==> src/ssrl_regs.svh <==
// latch codes, field positions and sizes for the serial synth register load block
`ifndef SSRL_REGS_SVH
`define SSRL_REGS_SVH

`define SSRL_WORD_W 32
`define SSRL_NUM_LATCH 6
`define SSRL_DEST_W 3
`define SSRL_DEST_L0 3'h0
`define SSRL_DEST_L1 3'h1
`define SSRL_DEST_L2 3'h2
`define SSRL_DEST_L3 3'h3
`define SSRL_DEST_L4 3'h4
`define SSRL_DEST_L5 3'h5
`define SSRL_LATCH_RESET 32'h0000_0000

`define SSRL_INT_W 16
`define SSRL_FRACTION_NUMERATOR_W 12
`define SSRL_RCNT_W 10
`define SSRL_CP_W 3
`define SSRL_DIV_W 3
`define SSRL_MUX_W 3
`define SSRL_PWR_W 2

`define SSRL_L0_INT_LSB 15
`define SSRL_L0_FRACTION_NUMERATOR_LSB 3
`define SSRL_L1_PRESC_BIT 27
`define SSRL_L1_PHASE_LSB 15
`define SSRL_L1_MOD_LSB 3
`define SSRL_L2_MUX_LSB 26
`define SSRL_L2_DBL_BIT 25
`define SSRL_L2_HALF_BIT 24
`define SSRL_L2_RCNT_LSB 14
`define SSRL_L2_DBUF_BIT 13
`define SSRL_L2_CP_LSB 9
`define SSRL_L2_LDF_BIT 8
`define SSRL_L4_DIV_LSB 20
`define SSRL_L4_MUTE_UNTIL_LOCK_BIT 10
`define SSRL_L4_OUTEN_BIT 5
`define SSRL_L4_PWR_LSB 3

`define SSRL_SYNC_STAGES 2

`endif

==> src/ssrl_pkg.sv <==
// types shared by the serial synth register load block
`include "ssrl_regs.svh"
package ssrl_pkg;

    typedef struct packed {
        logic [`SSRL_WORD_W-`SSRL_DEST_W-1:0] payload;
        logic [`SSRL_DEST_W-1:0] dest;
    } ssrl_word_t;

    typedef struct packed {
        logic [`SSRL_FRACTION_NUMERATOR_W-1:0] phase;
        logic [`SSRL_FRACTION_NUMERATOR_W-1:0] modulus;
        logic ref_doubler;
        logic ref_halve;
        logic [`SSRL_RCNT_W-1:0] ref_count;
        logic [`SSRL_CP_W-1:0] cp_current;
    } ssrl_dbuf_t;

    typedef struct packed {
        logic [`SSRL_INT_W-1:0] int_value;
        logic [`SSRL_FRACTION_NUMERATOR_W-1:0] fraction_numerator;
        logic prescaler_89;
        ssrl_dbuf_t dbuf;
        logic [`SSRL_MUX_W-1:0] mux_sel;
        logic lock_detect_function;
        logic [`SSRL_DIV_W-1:0] out_div_sel;
        logic [`SSRL_PWR_W-1:0] out_power;
        logic out_enable;
        logic mute_until_lock;
    } ssrl_cfg_t;

endpackage : ssrl_pkg

==> src/ssrl_serial_rx.sv <==
// three-wire link receiver: pin synchronisers, 32-bit shifter and load commit
`timescale 1ns/1ns
`include "ssrl_regs.svh"
module ssrl_serial_rx #(
    parameter int SYNC_STAGES = `SSRL_SYNC_STAGES
) (
    // clock and reset
    input wire logic i_ref_clk,
    input wire logic i_rst,
    // link pins
    input wire logic i_link_clk,
    input wire logic i_link_data,
    input wire logic i_load_strobe,
    // committed word
    output ssrl_pkg::ssrl_word_t o_word,
    output logic o_commit
);
    import ssrl_pkg::*;

    initial begin
        if (SYNC_STAGES != 2) begin
            $error("ssrl_serial_rx supports exactly two sync stages");
        end
    end

    logic [2:0] meta_r;
    logic [2:0] sync_r;
    logic clk_d_r;
    logic le_d_r;
    logic [`SSRL_WORD_W-1:0] shift_r;

    // meta_r feeds only sync_r; edges are found on sync_r against a delayed copy
    wire logic link_clk_s = sync_r[2];
    wire logic link_data_s = sync_r[1];
    wire logic load_s = sync_r[0];
    wire logic clk_rise = link_clk_s && !clk_d_r;
    wire logic load_rise = load_s && !le_d_r;

    always_ff @(posedge i_ref_clk) begin
        if (i_rst) begin
            meta_r <= 3'h0;
            sync_r <= 3'h0;
            clk_d_r <= 1'b0;
            le_d_r <= 1'b0;
        end else begin
            meta_r <= {i_link_clk, i_link_data, i_load_strobe};
            sync_r <= meta_r;
            clk_d_r <= link_clk_s;
            le_d_r <= load_s;
        end
    end

    // first bit in ends up on top after 32 shifts
    always_ff @(posedge i_ref_clk) begin
        if (i_rst) begin
            shift_r <= `SSRL_LATCH_RESET;
        end else if (clk_rise) begin
            shift_r <= {shift_r[`SSRL_WORD_W-2:0], link_data_s}; // [RL1] [RL2]
        end
    end

    always_ff @(posedge i_ref_clk) begin
        if (i_rst) begin
            o_word <= '0;
            o_commit <= 1'b0;
        end else begin
            o_commit <= load_rise; // [RL3]
            if (load_rise) begin
                o_word <= shift_r;
            end
        end
    end
endmodule : ssrl_serial_rx

==> src/ssrl_top.sv <==
// serial synth register load: six latches, double buffering, mux out, output stage gating
//
// Functional notes
// RL1: shift one data bit into the 32-bit shifter per serial clock rising edge.
// RL2: words travel most significant bit first; first bit lands at bit 31.
// RL3: load strobe rising edge copies the shifter into exactly one latch for codes 0 to 5.
// RL4: bits 2..0 pick latch 0..5 in binary; codes 6 and 7 write nothing.
// RL5: phase, modulus, doubler, halving, R count, pump current wait for latch 0.
// RL6: host writes latch 0 after changing the modulus so it applies.
// RL7: latch 4 divider select waits for latch 0 only while latch 2 bit 13 set.
// RL8: latch 2 bits 28..26 choose which internal point drives the mux pin.
// RL9: latch 4 bits 4..3 pick one of four rising output current levels.
// RL10: with mute until lock set, output stage stays off until lock reported.
// RL11: 10-bit reference counter, 16-bit integer, 12-bit fraction and modulus.
// RL12: host keeps integer value legal for the prescaler and numerator below modulus.
// RL13: host keeps modulus in 2..4095 and reference count in 1..1023.
// RL14: zero numerator with lock detect function bit set means integer-only mode.
// RL15: host keeps load strobe low over all 32 bits, then raises it once.
`timescale 1ns/1ns
`include "ssrl_regs.svh"
module ssrl_top (
    // clock and reset
    input wire logic i_ref_clk,
    input wire logic i_rst,
    // three-wire link pins
    input wire logic i_link_clk,
    input wire logic i_link_data,
    input wire logic i_load_strobe,
    // digital lock detector, same clock
    input wire logic i_lock_detect,
    // active settings and divider state
    output ssrl_pkg::ssrl_cfg_t o_cfg,
    output logic [`SSRL_INT_W-1:0] o_n_value,
    output logic o_ref_tick,
    output logic o_integer_mode,
    // pins
    output logic o_test_mux_output,
    output logic o_out_stage_en
);
    import ssrl_pkg::*;

    function automatic logic hit(input logic [`SSRL_DEST_W-1:0] d, input logic [`SSRL_DEST_W-1:0] code);
        hit = (d == code);
    endfunction : hit

    // the latch bank as it should look once word w lands in latch d
    function automatic logic [`SSRL_NUM_LATCH-1:0][`SSRL_WORD_W-1:0] place(
        input logic [`SSRL_NUM_LATCH-1:0][`SSRL_WORD_W-1:0] a,
        input logic [`SSRL_DEST_W-1:0] d,
        input logic [`SSRL_WORD_W-1:0] w
    );
        place = a;
        place[d] = w;
    endfunction : place

    ssrl_word_t rx_word;
    logic rx_commit;
    logic [`SSRL_NUM_LATCH-1:0][`SSRL_WORD_W-1:0] lat_r;
    ssrl_dbuf_t dbuf_r;
    logic [`SSRL_DIV_W-1:0] div_r;
    logic [`SSRL_DIV_W-1:0] div_nxt;
    logic [`SSRL_RCNT_W-1:0] rcnt_r;
    logic [`SSRL_FRACTION_NUMERATOR_W-1:0] acc_r;
    logic carry_r;

    ssrl_serial_rx #(
        .SYNC_STAGES(`SSRL_SYNC_STAGES)
    ) u_rx (
        .i_ref_clk(i_ref_clk),
        .i_rst(i_rst),
        .i_link_clk(i_link_clk),
        .i_link_data(i_link_data),
        .i_load_strobe(i_load_strobe),
        .o_word(rx_word),
        .o_commit(rx_commit)
    );

    // latch decode
    wire logic [`SSRL_WORD_W-1:0] rx_bits = rx_word;
    wire logic dest_ok = rx_word.dest <= `SSRL_DEST_L5; // [RL4]
    wire logic wr_any = rx_commit && dest_ok;
    wire logic wr0 = rx_commit && hit(rx_word.dest, `SSRL_DEST_L0);
    wire logic wr4 = rx_commit && hit(rx_word.dest, `SSRL_DEST_L4);
    wire logic [`SSRL_WORD_W-1:0] l0 = lat_r[0];
    wire logic [`SSRL_WORD_W-1:0] l1 = lat_r[1];
    wire logic [`SSRL_WORD_W-1:0] l2 = lat_r[2];
    wire logic [`SSRL_WORD_W-1:0] l4 = lat_r[4];
    wire logic dbuf_div_on = l2[`SSRL_L2_DBUF_BIT];

    always_ff @(posedge i_ref_clk) begin
        if (i_rst) begin
            lat_r <= '0;
        end else if (wr_any) begin
            lat_r[rx_word.dest] <= rx_bits; // [RL3] [RL4]
        end
    end

    // pending settings as they stand in latches 1 and 2
    wire ssrl_dbuf_t dbuf_pend = '{
        phase: l1[`SSRL_L1_PHASE_LSB +: `SSRL_FRACTION_NUMERATOR_W],
        modulus: l1[`SSRL_L1_MOD_LSB +: `SSRL_FRACTION_NUMERATOR_W],
        ref_doubler: l2[`SSRL_L2_DBL_BIT],
        ref_halve: l2[`SSRL_L2_HALF_BIT],
        ref_count: l2[`SSRL_L2_RCNT_LSB +: `SSRL_RCNT_W],
        cp_current: l2[`SSRL_L2_CP_LSB +: `SSRL_CP_W]
    };

    // latch 0 commit takes latches 1 and 2 as they were before this word
    always_ff @(posedge i_ref_clk) begin
        if (i_rst) begin
            dbuf_r <= '0;
        end else if (wr0) begin
            dbuf_r <= dbuf_pend; // [RL5] [RL6]
        end
    end

    // divider select: immediate, or parked in latch 4 until latch 0
    wire logic [`SSRL_DIV_W-1:0] div_word = rx_bits[`SSRL_L4_DIV_LSB +: `SSRL_DIV_W];
    wire logic [`SSRL_DIV_W-1:0] div_held = l4[`SSRL_L4_DIV_LSB +: `SSRL_DIV_W];
    assign div_nxt = (wr4 && !dbuf_div_on) ? div_word : (wr0 && dbuf_div_on) ? div_held : div_r; // [RL7]

    always_ff @(posedge i_ref_clk) begin
        if (i_rst) begin
            div_r <= '0;
        end else begin
            div_r <= div_nxt;
        end
    end

    // active settings word
    wire logic [`SSRL_FRACTION_NUMERATOR_W-1:0] fraction_numerator_now = l0[`SSRL_L0_FRACTION_NUMERATOR_LSB +: `SSRL_FRACTION_NUMERATOR_W];
    wire logic [`SSRL_INT_W-1:0] int_now = l0[`SSRL_L0_INT_LSB +: `SSRL_INT_W];
    wire logic ldf_now = l2[`SSRL_L2_LDF_BIT];
    wire logic [`SSRL_MUX_W-1:0] mux_now = l2[`SSRL_L2_MUX_LSB +: `SSRL_MUX_W];
    wire logic mute_until_lock_now = l4[`SSRL_L4_MUTE_UNTIL_LOCK_BIT];
    wire logic outen_now = l4[`SSRL_L4_OUTEN_BIT];
    wire logic int_mode_now = (fraction_numerator_now == '0) && ldf_now; // [RL14]
    wire ssrl_cfg_t cfg_nxt = '{
        int_value: int_now,
        fraction_numerator: fraction_numerator_now,
        prescaler_89: l1[`SSRL_L1_PRESC_BIT],
        dbuf: dbuf_r,
        mux_sel: mux_now,
        lock_detect_function: ldf_now,
        out_div_sel: div_r,
        out_power: l4[`SSRL_L4_PWR_LSB +: `SSRL_PWR_W],
        out_enable: outen_now,
        mute_until_lock: mute_until_lock_now
    };

    // reference divider; a zero count is illegal so it acts as one
    wire logic [`SSRL_RCNT_W-1:0] rcnt_load = (dbuf_r.ref_count == '0) ? `SSRL_RCNT_W'(1) : dbuf_r.ref_count;
    wire logic rcnt_wrap = rcnt_r <= `SSRL_RCNT_W'(1);

    always_ff @(posedge i_ref_clk) begin
        if (i_rst) begin
            rcnt_r <= `SSRL_RCNT_W'(1);
            o_ref_tick <= 1'b0;
        end else begin
            rcnt_r <= rcnt_wrap ? rcnt_load : rcnt_r - `SSRL_RCNT_W'(1); // [RL11]
            o_ref_tick <= rcnt_wrap;
        end
    end

    // fraction accumulator steps once per reference tick; its carry bumps N by one
    wire logic [`SSRL_FRACTION_NUMERATOR_W:0] acc_sum = {1'b0, acc_r} + {1'b0, fraction_numerator_now};
    // a zero numerator never carries, even against an unprogrammed modulus
    wire logic acc_over = (fraction_numerator_now != '0) && (acc_sum >= {1'b0, dbuf_r.modulus});
    wire logic [`SSRL_FRACTION_NUMERATOR_W:0] acc_wrap = acc_sum - {1'b0, dbuf_r.modulus};

    always_ff @(posedge i_ref_clk) begin
        if (i_rst) begin
            acc_r <= '0;
            carry_r <= 1'b0;
        end else if (int_mode_now) begin
            acc_r <= '0; // [RL14]
            carry_r <= 1'b0;
        end else if (o_ref_tick) begin
            acc_r <= acc_over ? acc_wrap[`SSRL_FRACTION_NUMERATOR_W-1:0] : acc_sum[`SSRL_FRACTION_NUMERATOR_W-1:0]; // [RL11]
            carry_r <= acc_over;
        end
    end

    // mux points: 0 idle low, 1 high, 2 low, 3 R divider, 4 N carry, 5 and 6 lock, 7 low
    wire logic [7:0] mux_points = {1'b0, i_lock_detect, i_lock_detect, carry_r, o_ref_tick, 1'b0, 1'b1, 1'b0};
    // mute only holds the stage off; a lost lock also drops it again
    wire logic stage_en_nxt = outen_now && (!mute_until_lock_now || i_lock_detect); // [RL10]

    always_ff @(posedge i_ref_clk) begin
        if (i_rst) begin
            o_cfg <= '0;
            o_n_value <= '0;
            o_integer_mode <= 1'b0;
            o_test_mux_output <= 1'b0;
            o_out_stage_en <= 1'b0;
        end else begin
            o_cfg <= cfg_nxt; // [RL9]
            o_n_value <= int_now + `SSRL_INT_W'(carry_r); // [RL11]
            o_integer_mode <= int_mode_now; // [RL14]
            o_test_mux_output <= mux_points[mux_now]; // [RL8]
            o_out_stage_en <= stage_en_nxt; // [RL10]
        end
    end
endmodule : ssrl_top

==> config.mk <==
export PLATFORM = sky130hd
export DESIGN_NAME = ssrl_top
export DESIGN_NICKNAME = d
export VERILOG_FILES = /design/src/ssrl_pkg.sv /design/src/ssrl_serial_rx.sv /design/src/ssrl_top.sv
export VERILOG_INCLUDE_DIRS = /design/src
export SDC_FILE = /design/constraint.sdc
export NUM_CORES = 1
export LEC_CHECK = 0
export CAP_MARGIN = 25
export CORE_ASPECT_RATIO = 0.7
export CORE_MARGIN = 3
export CORE_UTILIZATION = 38
export DETAILED_ROUTE_END_ITERATION = 10
export DONT_BUFFER_PORTS = 1
export PLACE_DENSITY_LB_ADDON = 0.3
export SYNTH_ARGS = -nofsm -noshare
export SYNTH_HDL_FRONTEND = slang
export SYNTH_SLANG_ARGS = --single-unit
==> constraint.sdc <==
create_clock -name i_ref_clk -period 4.5 [get_ports i_ref_clk]
set_clock_uncertainty 0.05 [all_clocks]
set_input_delay 0.45 -clock i_ref_clk [delete_from_list [all_inputs] [get_ports i_ref_clk]]
set_output_delay 0.45 -clock i_ref_clk [all_outputs]
set_load 0.05 [all_outputs]
==> flow_summary.toml <==
[routing]
route.detailed.drc = 0
wl_per_cell_um = 16.2
routed_via_density = 4.89
drtIter0Drc = 666
postRouteAntennaNets = 0
num_vias = 8896
drt-total-wl_mm = 29.4
dr.pass1.iters = 5

[worst_setup_path]
setup.worst_path.start_class = "register"
crit_type = "reg2reg"
critPathMaxFanout = 14
crit_family = "compound AO/OA/AOI/OAI gates"
slowest_delay_ns = 0.39
worstPathRequired_ns = 4.96
end_kind = "register"
slowest_stage = "fa_1"
cp_num_buf_inv = 2
crit_chain = "ha_1, inv_1, fa_1, and2b_1, o2111ai_1, and3_1, o21bai_4, xnor2_1, ha_1, a21o_1, nand2_1, nand2_1, a31oi_1, a21oi_1, o21bai_4, buf_12, mux2_1, a21oi_1"
worstPathArrival_ns = 4.58

[synth]
yosysTopAreaCellShare = 0.542
syn_inst = 1345
synth_edf_count = 0
synth.distinct_cells = 55
syn_area_um2 = 11600
synth.net_count = 1381
syn_area_per_cell_um2 = 8.64
synth_area_leaders = "dfxtp_1 54%, nand2_1 12%, a21oi_1 8.5%"
synth_seq_area_share = 0.542
yosys_warnings = 0
synth_ff_type = "dfxtp_1"
ys_ff_latch = 315
ys_async_sr_fraction = 0
yosysTopAreaCell = "dfxtp_1"

[floorplanning]
io_pins = 105
rows = 52
die_x_um = 215
die_h_um = 152
start_util = 0.394
dieArea_um2 = 32800
core_area_um2 = 29500

[cells_and_area]
layout-drive-gt1-share = 0.0609
areaGrowthSynthToFinish_pct = 18.7
nets = 1424
diodes = 0
stdcell_area_um2 = 13800
fillCellCount = 2850

[outcome]
outcome = "finished, final reports clean"

[clocking]
insertion_delay_ns = 0.57
cts_resized = 0
cts_buffers = 31
htreeDepth = 1
cts.path.max_buffers = 3
clock-sinks = 315
cts_root_buf = "clkbuf_16"
clkTransAtPathRegs_ns = 0.06
cts_tree = "built"

[timing]
min_period_over_period = 0.916
setup_violations = 0
hold_ws_ns = 0.0331
slew_violations = 0
rsz0062_at_grt = "no"
min_period_ns = 4.12
setup_ws_ns = 0.379
relSlewSlack = 0.330
hold_viol = 0
fin_setup_tns_ns = 0
worst_pin_slew_ns = 1.01
fmax_mhz = 243

[global_routing]
grt_pass1_wl_mm = 46.7
grt_max_degree = 237
grt_usage = 0.174
grt-ovfl-total = 0
grt_pass1_vias = 8305
antenna_found_initial = 0

[pwr]
power_per_cell_area_nw_per_um2 = 473
ir_worst_vdd_v = 0.000276
p_leak_nw = 5.12

[placement]
dpl_cell_area_um2 = 12000
post-place-ws_ns = 0.279
port_buffers = 0
place_congestion = 0.900
dp_hpwl_mm = 19.1

[run]
cap_viol_max_count = 0

[min_path]
min_path_type = "in2reg"
==> cells in the final DEF, fill, tap and decap left out, drive strengths merged, types with 4 or more instances in the layout <==
master and n:
nand2 365, dfxtp 315, a21oi 198, nor2b 79
dlygate4sd3 67, nor2 63, clkbuf 49, inv 29
ha 28, buf 22, o21ai 19, xor2 18
xnor2 18, mux2i 15, nand3 14, nor3 13
nor4 10, and3 8, a211oi 7, a21o 6
o21a 6, nand4 5, nand2b 4, clkinv 4
a31oi 4, o21bai 4
==> cell families after synthesis <==
logic type               synth area share
AND/OR/NAND/NOR                     0.218
flip-flops                          0.542
AO/OA/AOI/OAI                       0.128
buffers and inverters              0.0350
XOR/XNOR                           0.0271
adder cells (fa/ha/maj)            0.0336
multiplexers                       0.0158
==> report_power, final <==
group	total (W)	internal, W	switching [W]
combinational	0.000967	0.000392	0.000576
clock	0.00260	0.00150	0.00110
sequential	0.00295	0.00286	0.0000897
==> state kept, by name, indices dropped and copies added, names as in the netlist <==
signal             count
o_cfg                 79
cfg_nxt               39
u_rx.o_word           31
u_rx.shift_r          31
l0                    28
l1                    25
l2                    20
o_n_value             16
acc_r                 12
rcnt_r                10
l4                     7
div_r                  3
u_rx.meta_r            3
u_rx.sync_r            3
carry_r                1
o_integer_mode         1
o_out_stage_en         1
o_ref_tick             1
o_test_mux_output      1
u_rx.clk_d_r           1
u_rx.le_d_r            1
u_rx.o_commit          1
==> path summary, 6_finish.rpt <==
check / from / slack (ns) / depth (start not counted) / to
max: l0[3] / 0.38 / 18 / acc_r[0]
min: i_rst / 0.03 / 2 / carry_r
max reg2reg: l0[3] / 0.38 / 18 / acc_r[0]
min reg2reg: u_rx.meta_r[1] / 0.38 / 1 / u_rx.sync_r[1]
==> cells in the mapped netlist, types with 2 or more instances <==
library cell / number
clkbuf_1: 66
and4_1: 2
buf_1: 11
ha_1: 28
o21bai_4: 2
and2_1: 3
fa_1: 2
and3_1: 8
nand2b_1: 4
xor2_1: 18
xnor2_1: 18
dfxtp_1: 315
o21ai_1: 2
nand3_1: 14
a311oi_1: 3
a22oi_1: 2
nand2_1: 365
mux2_2: 2
nor4_1: 10
a211oi_1: 7
a31oi_1: 3
nor2b_1: 79
o21ai_0: 17
nand3b_1: 2
o22ai_1: 3
inv_1: 27
a21o_1: 6
nand4_1: 5
nor3_1: 13
nor2_1: 62
nor3b_1: 3
o21a_1: 6
o21bai_1: 2
a21oi_1: 198
mux2i_1: 15
a311o_1: 3
==> routing by layer <==
layer | up-vias | GRT usage | share of wire
li1 | 4509 | - | -
met4 | 0 | 0.0340 | 0.015
met3 | 33 | 0.0333 | 0.051
met2 | 183 | 0.248 | 0.41
met5 | - | 0 | 0
met1 | 4171 | 0.273 | 0.53
==> per-stage QoR <==
| step | instances | util | total power (W) |
|---|---|---|---|
| 6_report | 1818 | 0.468 | 0.00652 |
| 5_1_grt | 1818 | 0.468 | 0.00681 |
| 4_1_cts | 1810 | 0.466 | 0.00656 |
| 3_5_place_dp | 1684 | 0.407 | 0.00392 |
| 3_3_place_gp | 1680 | 0.404 | 0.00391 |
| 2_1_floorplan | 1345 | - | 0.00375 |
==> layout make-up <==
type	count	area (um2)	share of cell area
flip-flops and latches	315	6310	0.457
inverters	27	101	0.00735
multi-input cells	924	4940	0.358
clock buffers	49	943	0.0684
clock inverters	9	93.8	0.00680
repair buffers	89	907	0.0658
well taps	405	507	0.0367
==> repair_timing <==
| item | in CTS | in global routing |
|---|---|---|
| endpoints found under the hold margin | 300 | 0 |
| hold buffers | 68 | 0 |
| setup buffers | 0 | 8 |
| setup endpoints to repair | 0 | 3 |
(Power assumes the default switching activity.)
